===== src/serial_display_defs.svh =====
// Constants of the serial display packet layer.
//
// Contract
// - Multi-byte fields travel low byte first.
// - Every packet header is four bytes.
// - Short header: identifier, two data bytes, code.
// - Long header: identifier, length word, code.
// - Identifier: channel bits 7-6, type 5-0.
// - Replies use channel zero like host.
// - Only channel zero is accepted here.
// - Types 05h, 15h write; 06h reads.
// - Type 39h is long command write.
// - Type 37h sets maximum return size.
// - Type 08h is short end packet.
// - Types 09h, 19h are empty long packets.
// - Sync types 01h, 11h, 21h, 31h short.
// - Generic writes behave like command writes.
// - Generic read 14h acts as command read.
// - Pixel types 0Eh-3Eh are long packets.
// - Unknown types drop the rest of the burst.
// - Error reply 02h, long read reply 1Ch.
// - Short read replies 21h one, 22h two.
// - Generic reply types ignored while disabled.
// - One-byte short payload pads zero second byte.
// - Bits within a byte travel LSB first.
// - Header good only when syndrome is zero.
`ifndef SERIAL_DISPLAY_DEFS_SVH
`define SERIAL_DISPLAY_DEFS_SVH
`define HDR_BYTES        3'h4
`define CHAN_OWN         2'h0
`define SYND_OK          8'h00
`define TYPE_END_XFER    6'h08
`define TYPE_WRITE0      6'h05
`define TYPE_WRITE1      6'h15
`define TYPE_READ0       6'h06
`define TYPE_MAX_RET     6'h37
`define TYPE_NULL        6'h09
`define TYPE_BLANK       6'h19
`define TYPE_LONG_WRITE  6'h39
`define TYPE_VS_START    6'h01
`define TYPE_VS_END      6'h11
`define TYPE_HS_START    6'h21
`define TYPE_HS_END      6'h31
`define TYPE_CM_OFF      6'h02
`define TYPE_CM_ON       6'h12
`define TYPE_SHUT_DOWN   6'h22
`define TYPE_TURN_ON     6'h32
`define TYPE_GEN_WRITE1  6'h13
`define TYPE_GEN_WRITE2  6'h23
`define TYPE_GEN_LWRITE  6'h29
`define TYPE_GEN_READ1   6'h14
`define TYPE_PIX16       6'h0e
`define TYPE_PIX18       6'h1e
`define TYPE_PIX18_LOOSE 6'h2e
`define TYPE_PIX24       6'h3e
`define TYPE_ACK_ERR     6'h02
`define TYPE_RD_LONG     6'h1c
`define TYPE_RD_ONE      6'h21
`define TYPE_RD_TWO      6'h22
`define TYPE_GRD_LONG    6'h1a
`define TYPE_GRD_ONE     6'h11
`define TYPE_GRD_TWO     6'h12
`define CODE_MASK_P0     24'hf12cb7
`define CODE_MASK_P1     24'hf2555b
`define CODE_MASK_P2     24'h749a6d
`define CODE_MASK_P3     24'hb8e38e
`define CODE_MASK_P4     24'hdf03f0
`define CODE_MASK_P5     24'heffc00
`endif


===== src/pkt_types_pkg.sv =====
// Types shared by the serial display packet layer.
package pkt_types_pkg;
  typedef enum logic [1:0] {st_hdr, st_pay, st_drop} frame_state_e;
  typedef enum logic [3:0] {
    cls_none, cls_end_xfer, cls_write, cls_read, cls_max_size,
    cls_null, cls_long_write, cls_sync, cls_pixel, cls_periph
  } pkt_class_e;
  typedef enum logic [1:0] {rk_ack_error, rk_one, rk_two, rk_long} reply_kind_e;
endpackage


===== src/serial_display_packet_layer.sv =====
// Packet header receiver and reply header builder of the serial display link.
`timescale 1ns/1ps
`include "serial_display_defs.svh"
module serial_display_packet_layer (
  // Clock, reset and clock enable.
  input  wire logic                        ref_clk,
  input  wire logic                        rst,
  input  wire logic                        ce,
  // Link pins, asynchronous to ref_clk.
  input  wire logic                        link_clk,
  input  wire logic                        link_data,
  input  wire logic                        link_active,
  // Configuration.
  input  wire logic                        generic_packet_enable,
  // Received header.
  output logic                             hdr_valid,
  output logic                             hdr_error,
  output logic [5:0]                       hdr_type,
  output pkt_types_pkg::pkt_class_e        hdr_class,
  output logic [15:0]                      short_payload,
  output logic [15:0]                      payload_length,
  output logic [15:0]                      max_return_size,
  // Long packet payload.
  output logic [7:0]                       pay_byte,
  output logic                             pay_valid,
  output logic                             pkt_done,
  // Reply request.
  input  wire logic                        rsp_req,
  input  pkt_types_pkg::reply_kind_e       rsp_kind,
  input  wire logic                        rsp_generic,
  input  wire logic [15:0]                 rsp_data,
  // Reply header.
  output logic                             rsp_valid,
  output logic [31:0]                      rsp_header
);

  // ***************************************************************
  // Functions
  // ***************************************************************

  // Six-bit header code over the 24 header bits, top two bits zero.
  function automatic logic [7:0] err_code(input logic [23:0] d);
    begin
      err_code = {2'b00, ^(d & `CODE_MASK_P5), ^(d & `CODE_MASK_P4),
                  ^(d & `CODE_MASK_P3), ^(d & `CODE_MASK_P2),
                  ^(d & `CODE_MASK_P1), ^(d & `CODE_MASK_P0)};
    end
  endfunction

  // Maps a received type to its class; generic writes fold into writes.
  function automatic pkt_types_pkg::pkt_class_e classify(
    input logic [5:0] t,
    input logic       gen_en
  );
    begin
      case (t)
        `TYPE_END_XFER: classify = pkt_types_pkg::cls_end_xfer;
        `TYPE_WRITE0, `TYPE_WRITE1,
        `TYPE_GEN_WRITE1, `TYPE_GEN_WRITE2:
          classify = pkt_types_pkg::cls_write;
        `TYPE_READ0, `TYPE_GEN_READ1:
          classify = pkt_types_pkg::cls_read;
        `TYPE_MAX_RET: classify = pkt_types_pkg::cls_max_size;
        `TYPE_NULL, `TYPE_BLANK: classify = pkt_types_pkg::cls_null;
        `TYPE_LONG_WRITE, `TYPE_GEN_LWRITE:
          classify = pkt_types_pkg::cls_long_write;
        `TYPE_VS_START, `TYPE_VS_END, `TYPE_HS_START, `TYPE_HS_END:
          classify = pkt_types_pkg::cls_sync;
        `TYPE_PIX16, `TYPE_PIX18, `TYPE_PIX18_LOOSE, `TYPE_PIX24:
          classify = pkt_types_pkg::cls_pixel;
        `TYPE_CM_OFF, `TYPE_CM_ON, `TYPE_SHUT_DOWN, `TYPE_TURN_ON:
          classify = pkt_types_pkg::cls_periph;
        default: classify = pkt_types_pkg::cls_none;
      endcase
      // Codes shared with generic replies vanish while generic is off.
      if (!gen_en && (t == `TYPE_GRD_ONE || t == `TYPE_GRD_TWO ||
                      t == `TYPE_GRD_LONG)) begin
        classify = pkt_types_pkg::cls_none;
      end
    end
  endfunction

  // Classes whose header carries a length word instead of data.
  function automatic logic is_long(input pkt_types_pkg::pkt_class_e c);
    begin
      is_long = (c == pkt_types_pkg::cls_null) ||
                (c == pkt_types_pkg::cls_long_write) ||
                (c == pkt_types_pkg::cls_pixel);
    end
  endfunction

  // Type code of an outgoing reply.
  function automatic logic [5:0] reply_type(
    input pkt_types_pkg::reply_kind_e k,
    input logic                       gen
  );
    begin
      case (k)
        pkt_types_pkg::rk_ack_error: reply_type = `TYPE_ACK_ERR;
        pkt_types_pkg::rk_one: reply_type = gen ? `TYPE_GRD_ONE : `TYPE_RD_ONE;
        pkt_types_pkg::rk_two: reply_type = gen ? `TYPE_GRD_TWO : `TYPE_RD_TWO;
        default: reply_type = gen ? `TYPE_GRD_LONG : `TYPE_RD_LONG;
      endcase
    end
  endfunction

  // ***************************************************************
  // Pin synchronisers and bit assembly
  // ***************************************************************

  logic [2:0]                  clk_sync_reg;
  logic [1:0]                  data_sync_reg;
  logic [1:0]                  act_sync_reg;
  logic [7:0]                  shift_reg;
  logic [2:0]                  bit_cnt_reg;
  logic                        byte_valid_reg;
  logic                        clk_rise;

  // Stage one of each chain feeds only stage two.
  always_ff @(posedge ref_clk) begin
    if (rst) begin
      clk_sync_reg  <= 3'h0;
      data_sync_reg <= 2'h0;
      act_sync_reg  <= 2'h0;
    end else if (ce) begin
      clk_sync_reg  <= {clk_sync_reg[1:0], link_clk};
      data_sync_reg <= {data_sync_reg[0], link_data};
      act_sync_reg  <= {act_sync_reg[0], link_active};
    end
  end

  // Data and clock share the same delay, so data stays aligned.
  assign clk_rise = clk_sync_reg[1] & ~clk_sync_reg[2];

  // Shift bits in on each link clock rise; the first bit is the LSB.
  always_ff @(posedge ref_clk) begin
    if (rst) begin
      shift_reg      <= 8'h00;
      bit_cnt_reg    <= 3'h0;
      byte_valid_reg <= 1'b0;
    end else if (ce) begin
      byte_valid_reg <= 1'b0;
      if (!act_sync_reg[1]) begin
        bit_cnt_reg <= 3'h0;
      end else if (clk_rise) begin
        shift_reg   <= {data_sync_reg[1], shift_reg[7:1]};
        bit_cnt_reg <= bit_cnt_reg + 3'h1;
        if (bit_cnt_reg == 3'h7) begin
          byte_valid_reg <= 1'b1;
        end
      end
    end
  end

  // ***************************************************************
  // Header decode and payload framing
  // ***************************************************************

  pkt_types_pkg::frame_state_e state_reg;
  logic [1:0]                  hdr_cnt_reg;
  logic [23:0]                 hdr_buf_reg;
  logic [15:0]                 pay_left_reg;
  logic                        keep_reg;
  logic [15:0]                 pay_seen_reg;
  logic [7:0]                  syndrome;
  pkt_types_pkg::pkt_class_e   cls;
  logic                        chan_ok;
  logic [15:0]                 word;

  // The fourth byte in shift_reg is the received code.
  assign syndrome = err_code(hdr_buf_reg) ^ shift_reg;
  assign cls      = classify(hdr_buf_reg[5:0], generic_packet_enable);
  assign chan_ok  = (hdr_buf_reg[7:6] == `CHAN_OWN);
  assign word     = hdr_buf_reg[23:8];

  // A bad header leaves the length unknown, so the rest of the burst
  // is dropped until the link goes idle.
  always_ff @(posedge ref_clk) begin
    if (rst) begin
      state_reg       <= pkt_types_pkg::st_hdr;
      hdr_cnt_reg     <= 2'h0;
      hdr_buf_reg     <= 24'h000000;
      pay_left_reg    <= 16'h0000;
      keep_reg        <= 1'b0;
      pay_seen_reg    <= 16'h0000;
      hdr_valid       <= 1'b0;
      hdr_error       <= 1'b0;
      hdr_type        <= 6'h00;
      hdr_class       <= pkt_types_pkg::cls_none;
      short_payload   <= 16'h0000;
      payload_length  <= 16'h0000;
      max_return_size <= 16'h0000;
      pay_byte        <= 8'h00;
      pay_valid       <= 1'b0;
      pkt_done        <= 1'b0;
    end else if (ce) begin
      hdr_valid <= 1'b0;
      hdr_error <= 1'b0;
      pay_valid <= 1'b0;
      pkt_done  <= 1'b0;
      if (!act_sync_reg[1]) begin
        state_reg   <= pkt_types_pkg::st_hdr;
        hdr_cnt_reg <= 2'h0;
      end else if (byte_valid_reg) begin
        case (state_reg)
          pkt_types_pkg::st_hdr: begin
            hdr_cnt_reg <= hdr_cnt_reg + 2'h1;
            if (hdr_cnt_reg != 2'h3) begin
              hdr_buf_reg[{hdr_cnt_reg, 3'b000} +: 8] <= shift_reg;
            end else begin
              pay_seen_reg <= 16'h0000;
              if (syndrome != `SYND_OK) begin
                hdr_error <= 1'b1;
                state_reg <= pkt_types_pkg::st_drop;
              end else if (cls == pkt_types_pkg::cls_none) begin
                state_reg <= pkt_types_pkg::st_drop;
              end else if (is_long(cls)) begin
                keep_reg     <= chan_ok;
                pay_left_reg <= word;
                if (chan_ok) begin
                  hdr_valid      <= 1'b1;
                  hdr_type       <= hdr_buf_reg[5:0];
                  hdr_class      <= cls;
                  payload_length <= word;
                  pkt_done       <= (word == 16'h0000);
                end
                if (word != 16'h0000) begin
                  state_reg <= pkt_types_pkg::st_pay;
                end
              end else if (chan_ok) begin
                hdr_valid     <= 1'b1;
                hdr_type      <= hdr_buf_reg[5:0];
                hdr_class     <= cls;
                short_payload <= word;
                if (cls == pkt_types_pkg::cls_max_size) begin
                  max_return_size <= word;
                end
              end
            end
          end
          pkt_types_pkg::st_pay: begin
            pay_left_reg <= pay_left_reg - 16'h0001;
            pay_seen_reg <= pay_seen_reg + 16'h0001;
            pay_byte     <= shift_reg;
            // Null and blanking payloads carry nothing worth passing on.
            pay_valid    <= keep_reg && (hdr_class != pkt_types_pkg::cls_null);
            if (pay_left_reg == 16'h0001) begin
              pkt_done  <= keep_reg;
              state_reg <= pkt_types_pkg::st_hdr;
            end
          end
          pkt_types_pkg::st_drop: state_reg <= pkt_types_pkg::st_drop;
          default: state_reg <= pkt_types_pkg::st_hdr;
        endcase
      end
    end
  end

  // ***************************************************************
  // Reply header builder
  // ***************************************************************

  logic [23:0]                 rsp_body;

  // Channel zero always; a one-byte reply pads its second byte.
  assign rsp_body = {(rsp_kind == pkt_types_pkg::rk_one) ? 8'h00 : rsp_data[15:8],
                     rsp_data[7:0],
                     `CHAN_OWN,
                     reply_type(rsp_kind, rsp_generic && generic_packet_enable)};

  // Byte 0 sits in the low bits, so it is sent first.
  always_ff @(posedge ref_clk) begin
    if (rst) begin
      rsp_valid  <= 1'b0;
      rsp_header <= 32'h00000000;
    end else if (ce) begin
      rsp_valid <= rsp_req;
      if (rsp_req) begin
        rsp_header <= {err_code(rsp_body), rsp_body};
      end
    end
  end
endmodule


===== config.mk =====
export PLATFORM = sky130hd
export DESIGN_NAME = serial_display_packet_layer
export DESIGN_NICKNAME = d
export VERILOG_FILES = /design/src/pkt_types_pkg.sv /design/src/serial_display_packet_layer.sv
export VERILOG_INCLUDE_DIRS = /design/src
export SDC_FILE = /design/constraint.sdc
export NUM_CORES = 1
export LEC_CHECK = 0
export ABC_AREA = 1
export CORE_UTILIZATION = 32
export DETAILED_ROUTE_END_ITERATION = 8
export DONT_BUFFER_PORTS = 1
export HOLD_SLACK_MARGIN = 0.05
export SLEW_MARGIN = 20
export SYNTH_ARGS = -nofsm -noshare
export SYNTH_HDL_FRONTEND = slang
export SYNTH_SLANG_ARGS = --single-unit

===== constraint.sdc =====
create_clock -name ref_clk -period 3.79 [get_ports ref_clk]
set_input_delay 0.1895 -clock ref_clk [delete_from_list [all_inputs] [get_ports ref_clk]]
set_output_delay 0.1895 -clock ref_clk [all_outputs]
set_load 0.01 [all_outputs]

# Word level (Yosys, flattened, before mapping)
# Memory sizes are Yosys's and may differ from the RTL's. A register that Yosys moved wholly into a read port is not among the register bits.
# Index checks and enable logic that the tools add are counted.
[classes]
addsub = 4
bitwise = 7
mux = 55
shifts = 2
n_reduce_logical = 41
eq_ne = 26
[ops]
columns = ["operator", "n"]
rows = [
  ["24-bit XOR reduction", 12],
  ["16-bit two-way mux", 4],
  ["16-bit one-hot mux with 2 select lines", 1],
  ["1-bit two-way mux", 26],
  ["24-bit bitwise mux", 1],
  ["6-bit two-way mux", 4],
  ["8-bit AND reduction", 3],
  ["8-bit by 7-bit variable shift with 24-bit output (first input constant)", 1],
  ["8-bit by 7-bit indexed part select with 24-bit output", 1],
  ["2-bit two-way mux", 11],
  ["6-bit by 5-bit == test with 1-bit output (second input constant)", 3],
  ["6-bit one-hot mux with 3 select lines", 1],
  ["9-bit AND reduction", 2],
  ["16-bit by 1-bit == test with 1-bit output (second input constant)", 1],
  ["16-bit logical NOT", 1],
  ["16-bit nonzero test", 1],
  ["16-bit by 1-bit subtractor with 16-bit output (second input constant)", 1],
  ["4-bit by 3-bit == test with 1-bit output (second input constant)", 3],
  ["2-bit inequality test (second input constant)", 5],
  ["5-bit inequality test (second input constant)", 2],
  ["10-bit AND reduction", 1],
  ["3-bit two-way mux", 3],
  ["8-bit two-way mux", 1],
  ["8-bit nonzero test", 1],
  ["27 further kinds", 45],
]
[totals]
output_inout_bits = 103
regBits = 163
wordCells = 159
mem_bits_ro = 256
n_memories = 1
[mem_list]
columns = ["memory", "words", "width", "read_ports", "rd_ports_with_merged_regs", "write_ports", "line_no", "source"]
rows = [
  ["(name not given)", 64, 4, 1, 1, 0, "serial_display_packet_layer.sv:56", "case (t)"],
]

# Depth between registers and ports, before layout
[depth]
ltp_word = 15
ltp_mapped = 20
mapped_depth_nobuf = 19

# Least setup slack after synthesis
# Ideal clock, no wire load.
[synth_timing]
path_type = "reg2reg"
from = "register hdr_cnt_reg[0]"
to = "register with a tool-made name"
path_buffers = 1
arrival_ps = 2279
path_stages_with_launch = 14
setup_slack_ps = 1442
cell_sequence = "dfxtp_1 > inv_1 > ha_1 > clkbuf_1 > nand3_1 > inv_1 > a21oi_1 > nor3_1 > inv_1 > ha_1 > nand2_1 > a21oi_1 > a21oi_1 > a21oi_1"
[synth_lines]
columns = ["item", "line_no", "source"]
rows = [
  ["start: declaration", "serial_display_packet_layer.sv:160", "logic [1:0] hdr_cnt_reg;"],
  ["start signal: assignment", "serial_display_packet_layer.sv:207", "hdr_cnt_reg <= hdr_cnt_reg + 2'h1;"],
]

# Worst setup path after layout
[layout_timing]
from = "register hdr_buf_reg[22]"
to = "register max_return_size[15]"
[layout_between]
elab_chain_len = 5
word_cells_on_any_way = 9
[layout_rtl]
columns = ["item", "line_no", "source"]
rows = [
  ["start: declaration", "serial_display_packet_layer.sv:161", "logic [23:0] hdr_buf_reg;"],
  ["start signal: indexed assignment", "serial_display_packet_layer.sv:209", "hdr_buf_reg[{hdr_cnt_reg, 3'b000} +: 8] <= shift_reg;"],
  ["24-bit XOR reduction (on tied branches)", "serial_display_packet_layer.sv:46, serial_display_packet_layer.sv:44, serial_display_packet_layer.sv:45", ""],
  ["6-bit by 8-bit XOR with 8-bit output (*)", "serial_display_packet_layer.sv:171", "assign syndrome = err_code(hdr_buf_reg) ^ shift_reg;"],
  ["8-bit nonzero test (no source line) (*)", "-", ""],
  ["1-bit NOT (no source line) (*)", "-", ""],
  ["10-bit AND reduction (no source line) (*)", "-", ""],
  ["end signal: assignment", "serial_display_packet_layer.sv:236", "max_return_size <= word;"],
  ["end: declaration", "serial_display_packet_layer.sv:22", "output logic [15:0] max_return_size,"],
]
# Mark *: on every way between the ends. The rest lies on a longest branch, timed or not.
# A chain may end at the register's enable or synchronous reset.

==> results by group <==
Outcome
  – Outcome: completed

Final layout
  – Fin cells: 1,679
  – Area occupied by multi-input gates: roughly 4700 µm²
  – Final net count: between 1,000 and 1,500
  – # diodes: 0
  – Register area: 3340 µm²
  – Layout cells sized above 1: around 6.7%
  – Final Util: between 30% and 40%
  – Fill cell count: ~2,900
  – Largest register FFs: 28
  – Area Overhead vs Synth: 12.1%

Global routing
  – Largest net degree at the start of global routing: 93
  – Total congestion overflow: 0
  – Total track usage: 17.9%
  – Vias in the first global route: 7,430
  – Global-route wire length before repair: 39,900 µm
  – Initial antenna violation count: 0

Synthesis
  – #FFs+latches synth: 167
  – Commonest cells in the netlist: nand2_1 (262), nor2_1 (179), dfxtp_1 (167), inv_1 (164), o21ai_0 (96)
  – Top cell type's share of synthesized area: 37.4%
  – Count leader, synth: nand2_1
  – Synth Flop Type: dfxtp_1
  – Synthesized area: 8950 µm²
  – Share of flip-flops with an asynchronous set or reset: 0%
  – Synth warn: 0
  – Synth cell types: 46
  – Leading area contributor after synthesis: dfxtp_1
  – Most area-consuming cells after synthesis: dfxtp_1 (37%), nand2_1 (11%), nor2_1 (7.5%), inv_1 (6.9%), o21ai_0 (5.4%)
  – Post-synth EDFFs: 0
  – Post-Syn Instances: about 1,300
  – Post-synthesis average cell area: 6.91 µm²
  – Sequential area share after synthesis: around 37%

Setup path
  – Type of the worst setup path: reg -> reg
  – Startpoint Class: flip-flop
  – Delay-heaviest family, CP: simple AND/OR/NAND/NOR gates
  – Maximum fanout along the worst path: 17
  – WP data arrival: 3520 ps
  – CP Cell Sequence: inv_1 > ha_1 > xor2_1 > nand3_1 > nand3_1 > nand2_1 > nor2_1 > nand2_1 > nor2_4 > nand4_4 > nor2_4 > nor2_1 > nor2_2
  – Worst setup EP type: flip-flop
  – CP Data Required Time: roughly 4200 ps
  – Buf+Inv Stages, Crit Path: 1
  – CP max stage delay: 470 ps
  – Highest-delay cell along the critical path: ha_1

Drt
  – DR iter-0 viols: 646
  – Antenna Nets Post-Route: 0
  – DRT Wirelength: 25,300 µm
  – Wire per inst: between 15 and 20 µm
  – Vias/cell: between 4 and 5
  – Drt drc: 0
  – Via Count: ~8,100
  – Pre-antenna DRT Iters: 5

Clocking
  – Root buffer cell: clkbuf_16
  – Sink Count: 167
  – Inserted Clock Buffers: 17
  – Resized Gates After CTS: 0
  – H-tree depth: 4
  – Clock Latency Late Sink: 440 ps
  – CTS Buffer Depth: 2
  – CTS tree: built
  – Clock transition at path regs: 70 ps

Timing
  – Max Freq: 318 MHz
  – Minimum clock period: 3140 ps
  – Setup Viol. Count Final: 0
  – Setup_tns: 0 ps
  – Unrepaired setup endpoints after global routing: no
  – Worst Skew: around 10 ps
  – Slew @ Worst Pin: 942 ps
  – Fin. max-slew vios: 0
  – Period utilisation layout: 82.9%
  – Hold Vio Cnt, Final: 0
  – Worst slew margin: 36.9%

Floorplan
  – Die H: 169 µm
  – # IOs: 130
  – Die area: 28,600 µm²
  – Starting Density: 32.9%
  – Row count: 60
  – Core area: 27,200 µm²
  – Chip Width: ~170 µm

Place
  – Placed insts: 1,625
  – Post-detail-place hpwl: 18,200 µm
  – RePlAce Congestion: 0.939
  – IO buf count: 0

Flow run
  – Max-cap check violation count: 0

Pwr
  – IR drop worst, VDD: between 0.2 and 0.3 mV
  – Pwr Density: 384 nW/µm²
  – Leak: about 4.5 nW

Hold path
  – Hold Crit Class: in -> reg
## per-stage QoR
step / power [mW] / cell area (µm²) / hold slack [ps] / setup slack, ps
finish: 3.85 / 10000 / 78.4 / 649
global route: 4.01 / 10000 / 78.0 / 406
CTS: 3.89 / 10000 / 63.2 / 698
detailed placement: 2.16 / 9220 / 268 / 719
global placement: 2.16 / 9220 / 267 / 760
floorplan: 2.11 / 8960 / 324 / 1440
## metal layers
layer	track usage (%)	part of all wire (%)	vias up
li1	-	-	4128
met1	22.6	45	3650
met2	28.4	44	267
met3	5.97	8.7	39
met4	6.27	2.3	0
met5	0	0	-
## report_power, final
part	total, mW	switching, mW	leakage [nW]	internal (mW)
Combinational	0.332	0.204	2.87	0.128
Clock	1.70	0.774	0.278	0.921
Sequential	1.82	0.0364	1.35	1.79
## what timing repair did
item                       CTS  global route
buffers inserted             0             0
hold endpoints to repair    68             0
hold buffers                22             0
setup endpoints to repair    0             0
## final cells by class
class / instances / area share [%]
clock buffer: 18 / 4.28
clock inverter: 14 / 1.41
inverter: 170 / 6.40
multi-input combinational: 904 / 46.7
sequential: 167 / 33.4
tap: 372 / 4.64
timing repair buffer: 34 / 3.20
## cell families (layout without fill, tap and decap cells)
logic type | Yosys count | after routing | synth area share, %
and+or+nand+nor | 576 | 576 | 27.7
AOI/OAI and AO/OA | 229 | 229 | 13.8
buffers and inverters | 227 | 236 | 10.4
DFF | 167 | 167 | 37.4
xor gates and xnor gates | 68 | 68 | 6.83
adders and majority gates | 27 | 27 | 3.78
other | 1 | 4 | 0.0419
## layout by cell type, fill, tap and decap left out, types with 12 or more instances in the layout
cell           count
or2_2             14
dfxtp_1          167
nand2_1          262
xor2_1            28
a211oi_1          20
ha_1              27
nor2_1           179
clkbuf_16         17
nand3_1           52
xnor2_1           38
nand4_1           37
buf_4             12
dlygate4sd3_1     21
inv_1            162
o21ai_0           96
a21oi_1           92
## final timing paths
check,startpoint,endpoint,slack [ps],cells after the start
worst max-delay path,hdr_buf_reg[22],max_return_size[15],650,13
worst min-delay path,rst,rsp_header[1],80,2
worst max register to register,hdr_buf_reg[22],max_return_size[15],650,13
worst min register to register,data_sync_reg[1],shift_reg[7],460,2
Note: power is estimated with default switching activity, not from simulation.
